### config.mk
export PLATFORM = sky130hd
export DESIGN_NAME = hscl_counter
export DESIGN_NICKNAME = d
export VERILOG_FILES = /design/src/inc/hscl_pkg.sv /design/src/design/hscl_counter.sv /design/src/design/hscl_timebase.sv
export VERILOG_INCLUDE_DIRS = /design/src /design/src/inc
export SDC_FILE = /design/constraint.sdc
export NUM_CORES = 1
export LEC_CHECK = 0
export BUFFER_PORTS_ARGS = -buffer_cell sky130_fd_sc_hd__buf_2
export CORE_MARGIN = 2
export CORE_UTILIZATION = 33
export CTS_BUF_LIST = sky130_fd_sc_hd__clkbuf_8
export CTS_CLUSTER_DIAMETER = 200
export CTS_CLUSTER_SIZE = 8
export DETAILED_ROUTE_END_ITERATION = 6
export PLACE_DENSITY = 0.58
export RECOVER_POWER = 100
export REMOVE_ABC_BUFFERS = 1
export SLEW_MARGIN = 15
export SYNTH_ARGS = -nofsm -noshare
export SYNTH_HDL_FRONTEND = slang
export SYNTH_HIERARCHICAL = 1
export SYNTH_SLANG_ARGS = --single-unit
### constraint.sdc
create_clock -name clock -period 4.5 [get_ports clock]
set_clock_uncertainty 0.1 [all_clocks]
set_input_delay 0.225 -clock clock [delete_from_list [all_inputs] [get_ports clock]]
set_output_delay 0.225 -clock clock [all_outputs]
set_load 0.01 [all_outputs]
### src/inc/hscl_params.svh
// Offsets, field positions, reset values and timing figures of the counter channel
`ifndef HSCL_PARAMS_SVH
`define HSCL_PARAMS_SVH
`define HSCL_OFF_CTRL 4'h0
`define HSCL_OFF_UPPER 4'h1
`define HSCL_OFF_LOWER 4'h2
`define HSCL_OFF_COUNT 4'h3
`define HSCL_OFF_PRESET 4'h4
`define HSCL_OFF_STATUS 4'h5
`define HSCL_OFF_MASK 4'h6
`define HSCL_OFF_CMD 4'h7
`define HSCL_CTRL_RING 0
`define HSCL_CTRL_LIMEN 1
`define HSCL_CTRL_DOWN 2
`define HSCL_CTRL_SRC_LO 3
`define HSCL_CTRL_SRC_HI 5
`define HSCL_CTRL_RUN 6
`define HSCL_CMD_OVF_CLR 0
`define HSCL_CMD_UNF_CLR 1
`define HSCL_CMD_RESET 2
`define HSCL_CMD_PRESET 3
`define HSCL_ST_OVF 0
`define HSCL_ST_UNF 1
`define HSCL_ST_WRAP 2
`define HSCL_ST_ERR 4
`define HSCL_UPPER_RST 32'h7fffffff
`define HSCL_LOWER_RST 32'h80000000
`define HSCL_CTRL_RST 7'h00
`define HSCL_CLK_MHZ 250
`define HSCL_TB0_NS 250
`define HSCL_TB1_NS 1000
`define HSCL_TB2_NS 10000
`define HSCL_TB3_NS 100000
`endif

### src/inc/hscl_pkg.sv
// Types shared by the counter channel files
package hscl_pkg;
  typedef enum logic [2:0]
  {
    HSCL_SRC_PIN = 3'h0,
    HSCL_SRC_T025 = 3'h1,
    HSCL_SRC_T1 = 3'h2,
    HSCL_SRC_T10 = 3'h3,
    HSCL_SRC_T100 = 3'h4
  } hscl_src_type;
  typedef struct packed
  {
    logic [3:0] address;
    logic read;
    logic write;
    logic [31:0] writedata;
  } hscl_req_type;
  typedef struct packed
  {
    logic [31:0] readdata;
    logic waitrequest;
  } hscl_rsp_type;
endpackage
### src/design/hscl_counter.sv
// One 32-bit counter channel with linear/ring limits and error flags
//
// Register access over Avalon-MM and the address map were decided locally.
`timescale 1ns/1ps
`include "hscl_params.svh"
module hscl_counter
  import hscl_pkg::*;
#(
  parameter int CLK_MHZ = `HSCL_CLK_MHZ
)
(
  input wire logic clock,
  input wire logic rst_n,
  input wire hscl_pkg::hscl_req_type bus_req,
  output hscl_pkg::hscl_rsp_type bus_rsp,
  input wire logic count_pin,
  output logic irq,
  output logic error,
  output logic [31:0] count_out
);
  import hscl_pkg::*;

  // ------------------------------------------------------------
  // Registers
  // ------------------------------------------------------------
  logic [6:0] ctrl_r;
  logic [31:0] upper_r;
  logic [31:0] lower_r;
  logic [31:0] preset_r;
  logic [31:0] count_r;
  logic [31:0] count_nxt;
  logic ovf_r;
  logic unf_r;
  logic error_r;
  logic [2:0] status_r;
  logic [2:0] mask_r;
  logic [31:0] rdata_r;
  logic rd_done_r;
  logic rd_take;
  logic err_clr;
  logic pin_s1_r;
  logic pin_s2_r;
  logic pin_d_r;
  logic tb_tick;
  logic step;
  logic ovf_ev;
  logic unf_ev;
  logic wrap_ev;
  logic ring;
  logic limen;
  logic wr;
  logic rd;
  logic cmd_ovf_clr;
  logic cmd_unf_clr;
  logic cmd_rst;
  logic cmd_pre;
  logic status_rd;
  hscl_src_type src;

  // Decode of a register offset against the request
  function automatic logic hit(input logic [3:0] a, input logic [3:0] off);
    hit = (a == off);
  endfunction

  // ------------------------------------------------------------
  // Bus slave: writes at once, reads after one wait state
  // ------------------------------------------------------------
  assign wr = bus_req.write;
  assign rd = bus_req.read;
  // Capture cycle of a read; the wait state lets registered data stand at the answer
  assign rd_take = rd && !rd_done_r;
  assign bus_rsp.waitrequest = rd_take;
  assign bus_rsp.readdata = rdata_r;
  assign cmd_ovf_clr = wr && hit(bus_req.address, `HSCL_OFF_CMD)
                       && bus_req.writedata[`HSCL_CMD_OVF_CLR];
  assign cmd_unf_clr = wr && hit(bus_req.address, `HSCL_OFF_CMD)
                       && bus_req.writedata[`HSCL_CMD_UNF_CLR];
  assign cmd_rst = wr && hit(bus_req.address, `HSCL_OFF_CMD)
                   && bus_req.writedata[`HSCL_CMD_RESET];
  assign cmd_pre = wr && hit(bus_req.address, `HSCL_OFF_CMD)
                   && bus_req.writedata[`HSCL_CMD_PRESET];
  // Clear only on the capture edge so an event during the wait state is kept
  assign status_rd = rd_take && hit(bus_req.address, `HSCL_OFF_STATUS);
  assign err_clr = wr && hit(bus_req.address, `HSCL_OFF_STATUS)
                   && bus_req.writedata[`HSCL_ST_ERR];

  // Marks the cycle in which captured read data stand on the bus
  always_ff @(posedge clock or negedge rst_n)
  begin
    if (!rst_n)
      rd_done_r <= 1'b0;
    else
      rd_done_r <= rd_take;
  end

  // Read data registered so they stand at the next edge; zero when unmapped
  always_comb
  begin
    count_out = count_r;
  end
  always_ff @(posedge clock or negedge rst_n)
  begin
    if (!rst_n)
      rdata_r <= 32'h0;
    else if (rd_take)
    begin
      unique case (bus_req.address)
        `HSCL_OFF_CTRL: rdata_r <= {25'h0, ctrl_r};
        `HSCL_OFF_UPPER: rdata_r <= upper_r;
        `HSCL_OFF_LOWER: rdata_r <= lower_r;
        `HSCL_OFF_COUNT: rdata_r <= count_r;
        `HSCL_OFF_PRESET: rdata_r <= preset_r;
        `HSCL_OFF_STATUS: rdata_r <= {26'h0, unf_r, error_r, ovf_r, status_r};
        `HSCL_OFF_MASK: rdata_r <= {29'h0, mask_r};
        default: rdata_r <= 32'h0;
      endcase
    end
  end

  // Configuration writes; bounds act immediately on the next step
  always_ff @(posedge clock or negedge rst_n)
  begin
    if (!rst_n)
    begin
      ctrl_r <= `HSCL_CTRL_RST;
      upper_r <= `HSCL_UPPER_RST;
      lower_r <= `HSCL_LOWER_RST;
      preset_r <= 32'h0;
      mask_r <= 3'h0;
    end
    else if (wr)
    begin
      if (hit(bus_req.address, `HSCL_OFF_CTRL))
        ctrl_r <= bus_req.writedata[6:0];
      if (hit(bus_req.address, `HSCL_OFF_UPPER))
        upper_r <= bus_req.writedata;
      if (hit(bus_req.address, `HSCL_OFF_LOWER))
        lower_r <= bus_req.writedata;
      if (hit(bus_req.address, `HSCL_OFF_PRESET))
        preset_r <= bus_req.writedata;
      if (hit(bus_req.address, `HSCL_OFF_MASK))
        mask_r <= bus_req.writedata[2:0];
    end
  end

  // ------------------------------------------------------------
  // Count source
  // ------------------------------------------------------------
  assign ring = ctrl_r[`HSCL_CTRL_RING];
  // Limit checking has no effect in ring mode
  assign limen = ctrl_r[`HSCL_CTRL_LIMEN] && !ring;
  assign src = hscl_src_type'(ctrl_r[`HSCL_CTRL_SRC_HI:`HSCL_CTRL_SRC_LO]);

  hscl_timebase #(
    .CLK_MHZ(CLK_MHZ)
  ) u_tb (
    .clock(clock),
    .rst_n(rst_n),
    .sel(src),
    .tick(tb_tick)
  );

  // Pin synchroniser then rising-edge detect on the second stage
  always_ff @(posedge clock or negedge rst_n)
  begin
    if (!rst_n)
    begin
      pin_s1_r <= 1'b0;
      pin_s2_r <= 1'b0;
      pin_d_r <= 1'b0;
    end
    else
    begin
      pin_s1_r <= count_pin;
      pin_s2_r <= pin_s1_r;
      pin_d_r <= pin_s2_r;
    end
  end

  // One step per pin edge or timebase tick, only while running
  assign step = ctrl_r[`HSCL_CTRL_RUN]
                && ((src == HSCL_SRC_PIN) ? (pin_s2_r && !pin_d_r) : tb_tick);

  // ------------------------------------------------------------
  // Next count with hold, wrap or free run
  // ------------------------------------------------------------
  always_comb
  begin
    count_nxt = count_r;
    ovf_ev = 1'b0;
    unf_ev = 1'b0;
    wrap_ev = 1'b0;
    if (step)
    begin
      if (!ctrl_r[`HSCL_CTRL_DOWN])
      begin
        if (ring && $signed(count_r) >= $signed(upper_r))
        begin
          count_nxt = lower_r;
          wrap_ev = 1'b1;
        end
        else if (limen && $signed(count_r) >= $signed(upper_r))
        begin
          count_nxt = upper_r;
          ovf_ev = 1'b1;
        end
        else
          count_nxt = count_r + 32'h1;
      end
      else
      begin
        if (ring && $signed(count_r) <= $signed(lower_r))
        begin
          count_nxt = upper_r;
          wrap_ev = 1'b1;
        end
        else if (limen && $signed(count_r) <= $signed(lower_r))
        begin
          count_nxt = lower_r;
          unf_ev = 1'b1;
        end
        else
          count_nxt = count_r - 32'h1;
      end
    end
  end

  // Counter register; software reset and preset win over a step
  always_ff @(posedge clock or negedge rst_n)
  begin
    if (!rst_n)
      count_r <= 32'h0;
    else if (cmd_rst)
      count_r <= 32'h0;
    else if (cmd_pre)
      count_r <= preset_r;
    else if (wr && hit(bus_req.address, `HSCL_OFF_COUNT))
      count_r <= bus_req.writedata;
    else
      count_r <= count_nxt;
  end

  // ------------------------------------------------------------
  // Error flags: an event in the clearing cycle still sets
  // ------------------------------------------------------------
  always_ff @(posedge clock or negedge rst_n)
  begin
    if (!rst_n)
    begin
      ovf_r <= 1'b0;
      unf_r <= 1'b0;
    end
    else
    begin
      if (ovf_ev)
        ovf_r <= 1'b1;
      else if (cmd_ovf_clr || cmd_rst || cmd_pre)
        ovf_r <= 1'b0;
      if (unf_ev)
        unf_r <= 1'b1;
      else if (cmd_unf_clr || cmd_rst || cmd_pre)
        unf_r <= 1'b0;
    end
  end

  // Error latch needs its own clear so flags alone do not drop it
  always_ff @(posedge clock or negedge rst_n)
  begin
    if (!rst_n)
      error_r <= 1'b0;
    else if (ovf_ev || unf_ev)
      error_r <= 1'b1;
    else if (err_clr)
      error_r <= 1'b0;
  end
  assign error = error_r;

  // Sticky interrupt status, cleared by reading it
  always_ff @(posedge clock or negedge rst_n)
  begin
    if (!rst_n)
      status_r <= 3'h0;
    else
      status_r <= (status_rd ? 3'h0 : status_r) | {wrap_ev, unf_ev, ovf_ev};
  end
  assign irq = |(status_r & mask_r);
endmodule // hscl_counter

### src/design/hscl_timebase.sv
// Internal timebase: one-cycle tick at a selectable period
`timescale 1ns/1ps
`include "hscl_params.svh"
module hscl_timebase
  import hscl_pkg::*;
#(
  parameter int CLK_MHZ = `HSCL_CLK_MHZ
)
(
  input wire logic clock,
  input wire logic rst_n,
  input wire hscl_pkg::hscl_src_type sel,
  output logic tick
);
  // ------------------------------------------------------------
  // Period counts derived from the clock rate
  // ------------------------------------------------------------
  localparam int C0 = (`HSCL_TB0_NS * CLK_MHZ) / 1000;
  localparam int C1 = (`HSCL_TB1_NS * CLK_MHZ) / 1000;
  localparam int C2 = (`HSCL_TB2_NS * CLK_MHZ) / 1000;
  localparam int C3 = (`HSCL_TB3_NS * CLK_MHZ) / 1000;
  // Refuse a clock too slow to form the shortest period
  if (C0 < 1)
  begin : g_rate_check
    $error("clock too slow for the fastest timebase");
  end
  logic [31:0] cnt_r;
  logic [31:0] limit;
  // Terminal count picked from the selection
  always_comb
  begin
    unique case (sel)
      HSCL_SRC_T025: limit = 32'(C0 - 1);
      HSCL_SRC_T1: limit = 32'(C1 - 1);
      HSCL_SRC_T10: limit = 32'(C2 - 1);
      HSCL_SRC_T100: limit = 32'(C3 - 1);
      default: limit = 32'h0;
    endcase
  end
  // Free divider; restarts when the pin source is chosen
  always_ff @(posedge clock or negedge rst_n)
  begin
    if (!rst_n)
      cnt_r <= 32'h0;
    else if (sel == HSCL_SRC_PIN || cnt_r >= limit)
      cnt_r <= 32'h0;
    else
      cnt_r <= cnt_r + 32'h1;
  end
  // Illegal source codes give no ticks rather than one every cycle
  assign tick = (sel inside {HSCL_SRC_T025, HSCL_SRC_T1, HSCL_SRC_T10, HSCL_SRC_T100})
                && (cnt_r >= limit);
endmodule // hscl_timebase

# After elaboration in Yosys (flattened, before gate mapping)
# Index checks and enable logic that the tools add are counted.
# word_totals
reg_bits,212
out_inout_bits,67
# op_classes
n_reduce_logical,40
bitwise_logic,2
magnitude_cmp,3
n_eq_ne,11
muxes,32
n_addsub,3
# ops
cell,count
32-bit two-way mux,10
32-bit one-hot mux with 7 select lines,1
"32-bit by 1-bit adder with 32-bit output, second input constant",2
15-bit one-hot mux with 4 select lines,1
32-bit by 15-bit >= comparator with 1-bit output,1
32-bit >= comparator,1
32-bit <= comparator,1
"32-bit by 1-bit subtractor with 32-bit output, second input constant",1
1-bit two-way mux,19
1-bit logical AND,18
"4-bit by 3-bit equality test with 1-bit output, second input constant",4
2-bit AND reduction,5
"4-bit by 2-bit equality test with 1-bit output, second input constant",2
4-bit nonzero test,2
"3-bit by 2-bit equality test with 1-bit output, second input constant",2
1-bit logical OR,6
2-bit nonzero test,3
"4-bit by 1-bit equality test with 1-bit output, second input constant",1
4-bit zero test,1
3-bit bitwise AND,1
"3-bit by 1-bit equality test with 1-bit output, second input constant",1
"3-bit equality test, second input constant",1
1-bit zero test,3
3-bit zero test,1
other kinds (3),3

# Depth between registers and ports, before layout
# logic_depth
word_depth,10
mapped_depth,19
depth_no_buf,17

# By module
# Netlist, hierarchy kept.
# modules_own_cells
module,seq_area_each_um2,area_per_inst_um2,cells_each,n_inst
hscl_counter,4544.4,12490.7,1316,1
hscl_timebase,800.8,1645.3,150,1

# Least setup slack after synthesis
# OpenSTA, ideal clock, no wires.
# synth_timing
path_type,flip-flop to flip-flop
from,reg ctrl_r[3]
to,"reg count_r[5], in the netlist count_out[5]"
synth_period_minus_slack_ps,4110
arrival_ps,3920
n_path_buf,2
slack_ps,390
path_stages_with_launch,19
setup_ps,90
path_cell_list,dfrtp_1 > clkbuf_1 > nor2_1 > and2_1 > inv_1 > ha_1 > nand4bb_1 > or4_1 > o21ai_2 > or2_1 > o31a_1 > mux2i_1 > nor2b_1 > o31ai_1 > nor2_1 > clkbuf_1 > o221ai_1 > a221o_1 > o221ai_1
# synth_via
elab_chain_cells,7
elab_cells_between_ends,12
classes_between,order compare (1); eq/ne (4); mux (2); reduce/logical (5)
# synth_rtl
element,line_no,source
from (decl),hscl_counter.sv:26,logic [6:0] ctrl_r;
from (signal assigned),hscl_counter.sv:125,ctrl_r <= `HSCL_CTRL_RST;
from (signal assigned),hscl_counter.sv:134,ctrl_r <= bus_req.writedata[6:0];
"3-bit equality test, or another cell as far along","hscl_timebase.sv:32, hscl_timebase.sv:51",
15-bit one-hot mux with 4 select lines,hscl_timebase.sv:32,unique case (sel)
32-bit by 15-bit >= comparator with 1-bit output,hscl_timebase.sv:52,&& (cnt_r >= limit);
1-bit logical AND *,hscl_timebase.sv:52,
net tb_tick,hscl_counter.sv:44,logic tb_tick;
1-bit two-way mux *,hscl_counter.sv:182,&& ((src == HSCL_SRC_PIN) ? (pin_s2_r && !pin_d_r) : tb_tick);
1-bit logical AND *,hscl_counter.sv:181,assign step = ctrl_r[`HSCL_CTRL_RUN]
4-bit nonzero test (no line) *,--,
to (signal assigned),hscl_counter.sv:236,count_r <= preset_r;
to (signal assigned),hscl_counter.sv:238,count_r <= bus_req.writedata;
to (signal assigned),hscl_counter.sv:240,count_r <= count_nxt;
to (decl),hscl_counter.sv:30,logic [31:0] count_r;
# Mark *: on every way through the listed nets, which the timed path passes. The rest lies on a longest branch.
# A chain may end at the register's enable or synchronous reset.

# Worst setup path in the final report
# layout_timing
from,reg lower_r[10]
to,"reg count_r[17], in the netlist count_out[17]"
# layout_via
elab_chain_cells,9
elab_cells_between_ends,10
classes_between,order compare (1); mux (7); reduce/logical (2)
# layout_rtl
element,line_no,source
from (decl),hscl_counter.sv:28,logic [31:0] lower_r;
from (signal assigned),hscl_counter.sv:127,lower_r <= `HSCL_LOWER_RST;
from (signal assigned),hscl_counter.sv:138,lower_r <= bus_req.writedata;
32-bit <= comparator *,"hscl_counter.sv:212, hscl_counter.sv:217",
1-bit logical AND,hscl_counter.sv:217,else if (limen && $signed(count_r) <= $signed(lower_r))
32-bit two-way mux,hscl_counter.sv:217,
32-bit two-way mux *,hscl_counter.sv:212,if (ring && $signed(count_r) <= $signed(lower_r))
32-bit two-way mux *,hscl_counter.sv:195,if (!ctrl_r[`HSCL_CTRL_DOWN])
32-bit two-way mux *,hscl_counter.sv:193,if (step)
32-bit two-way mux *,hscl_counter.sv:237,"else if (wr && hit(bus_req.address, `HSCL_OFF_COUNT))"
32-bit two-way mux *,hscl_counter.sv:235,else if (cmd_pre)
32-bit two-way mux *,hscl_counter.sv:233,else if (cmd_rst)
# Every way passes the cells marked *; elsewhere a longest branch is shown, timed or not. The select of a mux whose other input is x is not followed.

==> flow_metrics.tcl <==
set metrics [dict create \
    yosysTopAreaCell "dfrtp_1" \
    clk_pin_slew_ns 0.07 \
    place_congestion 0.940 \
    via_per_inst 5.88 \
    cellLeakagePower_nw 6.84 \
    clock_path_buffers 3 \
    grt_pass1_wl_um 76800 \
    numPortBuffers 107 \
    final_common_cell "dfrtp_1" \
    numCtsBuffers 30 \
    max_freq_mhz 234 \
    ys_warn_count 6 \
    syn_to_final_growth_pct 15.0 \
    drt_iter0_drc 1119 \
    relSlewSlack_pct -71.4 \
    n_antenna_cell 0 \
    num_rows 75 \
    ioPinCount 108 \
    power_density_mw_per_mm2 547 \
    yosysSeqAreaShare_pct 37.8 \
    grt_pass1_vias 12700 \
    outcome "complete, but fails checks" \
    antenna_left 0 \
    setup_violations 0 \
    multi_input_area_mm2 0.00813 \
    htree_levels 1 \
    cp.required_ns 4.90 \
    antenna_found_initial 0 \
    cts_sinks 212 \
    synth.mux.area_fraction_pct 9.20 \
    utilization_pct 38.6 \
    arrival_ns 4.67 \
    cts-root-buf "clkbuf_8" \
    postSynthRegisterBits 212 \
    grt_overflow 0 \
    syn_inst 1466 \
    synth_top_flop_cell "dfrtp_1" \
    avgSynthCellArea_um2 9.64 \
    drv_cap 7 \
    dieArea_mm2 0.0445 \
    netlist_area_mm2 0.0141 \
    wirelength_um 49500 \
    drcViolationCount 0 \
    yosys.area_share.simple_pct 14.2 \
    dieWidth_um 211 \
    mostFrequentLayoutCells "dfrtp_1 (180), nand2_1 (107), mux2_2 (107)" \
    p_total_w 0.00889 \
    fin_crit_sh_pct 94.8 \
    drt_first_pass_iters 5 \
    cp-start-kind "flip-flop" \
    dp_hpwl_um 33300 \
    yosysTopAreaCellShare_pct 31.9 \
    chipHeight_um 211 \
    finalHoldViolCount 0 \
    cp_max_fo 25 \
    drive_gt1_share_pct 20.1 \
    endpoint_kind "flip-flop" \
    finalNetCount 1727 \
    synth_top_family_by_area "compound AO/OA/AOI/OAI gates" \
    ir_worst_vdd_mv 0.256 \
    synth_adder_area_share_pct 6.99 \
    hp-class "in -> reg" \
    async_flop_share_pct 100 \
    wl_per_cell_um 22.8 \
    core_mm2 0.0421 \
    crit_type "reg -> reg" \
    yosys-top-cells-area "dfrtp_1 (32%), mux2_2 (8.5%), ha_1 (7.0%)" \
    vias 12800 \
    grt_use_total_pct 22.1 \
    drv_slew 357 \
    grt_max_degree 132 \
    tritoncts "yes" \
    failed_checks "capacitance limit, slew limit" \
    worstMarginPinSlew_ns 2.57 \
    ys_types 89 \
    synth_compound_area_share_pct 21.8 \
    synth_edf_count 0 \
    start_util_pct 33.6 \
    layout_min_cycle_time_ns 4.27 \
    synthXorXnorAreaFrac_pct 4.58 \
    nFillCells 4273 \
    clkLatencyLatePin_ns 0.63 \
    ff_latch_area_mm2 0.00535 \
]
cells by family after synthesis:
group / after synthesis
compound gates: 412
simple gates: 379
flops: 212
buf+inv: 193
mux: 116
fa+ha+maj: 79
xor+xnor: 74
other cells: 1
critical path: stages, from the launching register on:
cell      delay (ns)
dfrtp_1         0.40
inv_1           0.08
ha_1            0.32
nand4_1         0.22
nor4_1          0.76
nand4_1         0.22
o211a_1         0.34
buf_12          0.25
o31ai_2         1.03
a21oi_1         0.17
o221ai_2        0.25
registers in the layout, indices dropped and copies added, names as in the netlist, 3 cells and up:
name / count
u_tb/cnt_r: 32
upper_r: 32
status_r: 3
mask_r: 3
lower_r: 32
count_out: 32
preset_r: 32
ctrl_r: 7
rdata_r: 32
path summary, 6_finish.rpt:
path                                          from  slack (ns)  depth (start not counted)                        end
max reg2reg                lower_r[10]$_DFFE_PN0P_        0.23                         10  count_out[17]$_DFFE_PN0P_
max                        lower_r[10]$_DFFE_PN0P_        0.23                         10  count_out[17]$_DFFE_PN0P_
max in group asynchronous                    rst_n        0.71                          3   preset_r[26]$_DFFE_PN0P_
min reg2reg                     pin_s2_r$_DFF_PN0_        0.27                          0          pin_d_r$_DFF_PN0_
min in group asynchronous                    rst_n        0.61                          2   u_tb/cnt_r[14]$_DFF_PN0_
min                                    bus_req[35]        0.13                          4      mask_r[1]$_DFFE_PN0P_
power breakdown:
group	internal (W)	switching (W)	leakage (nW)
sequential	0.00236	0.000593	2.62
clock	0.000677	0.000788	0.362
combinational	0.00170	0.00277	3.86
per-stage QoR:
step	cell area [µm²]	hold WS [ns]	worst slack [ns]	setup TNS (ns)	cells
floorplan	13700	-0.171	-1.78	-49.07	1366
global placement	15500	0.140	0.308	0	2078
detailed placement	15500	0.151	0.257	0	2078
CTS	16400	0.0626	0.206	0	2169
global route	16300	0.147	-0.00449	-0.00449	2170
finish	16300	0.135	0.234	0	2170
synth_stat cells, drive strengths merged (11+ instances only):
cell type,number
dfrtp,180
mux2,108
nand2,107
clkbuf,79
ha,79
inv,77
o21ai,75
nor2,70
a21oi,68
o221ai,41
a221oi,40
xor2,38
buf,36
nor4,36
xnor2,36
a22oi,35
nand4,35
dfstp,32
a22o,29
nor3,29
nand3,28
a221o,21
a31oi,20
a21o,18
o31ai,14
nand2b,11
nor2b,11
timing repair:
action                                 CTS  global route
endpoints found under the hold margin  220             0
hold buffers                            35             0
setup endpoints to repair                0            21
resized for setup                        0             2
setup buffers                            0             1
final cells by class:
cell class                 count  share of cell area (%)
sequential                   212                    32.9
tap                          539                    4.15
clock inverter                26                   0.793
inverter                      78                    1.80
timing repair buffer         209                    7.82
multi-input combinational   1076                    50.0
clock buffer                  30                    2.54
routing by layer:
metal  up-vias  track usage, %  routed length, µm
li1       5792               -                  -
met1      6349            31.8              22800
met2       508            33.9              21800
met3       102            3.15               3390
met4         0            7.72               1540
met5         -               0                  0
Note: power is estimated with default switching activity, not from simulation.
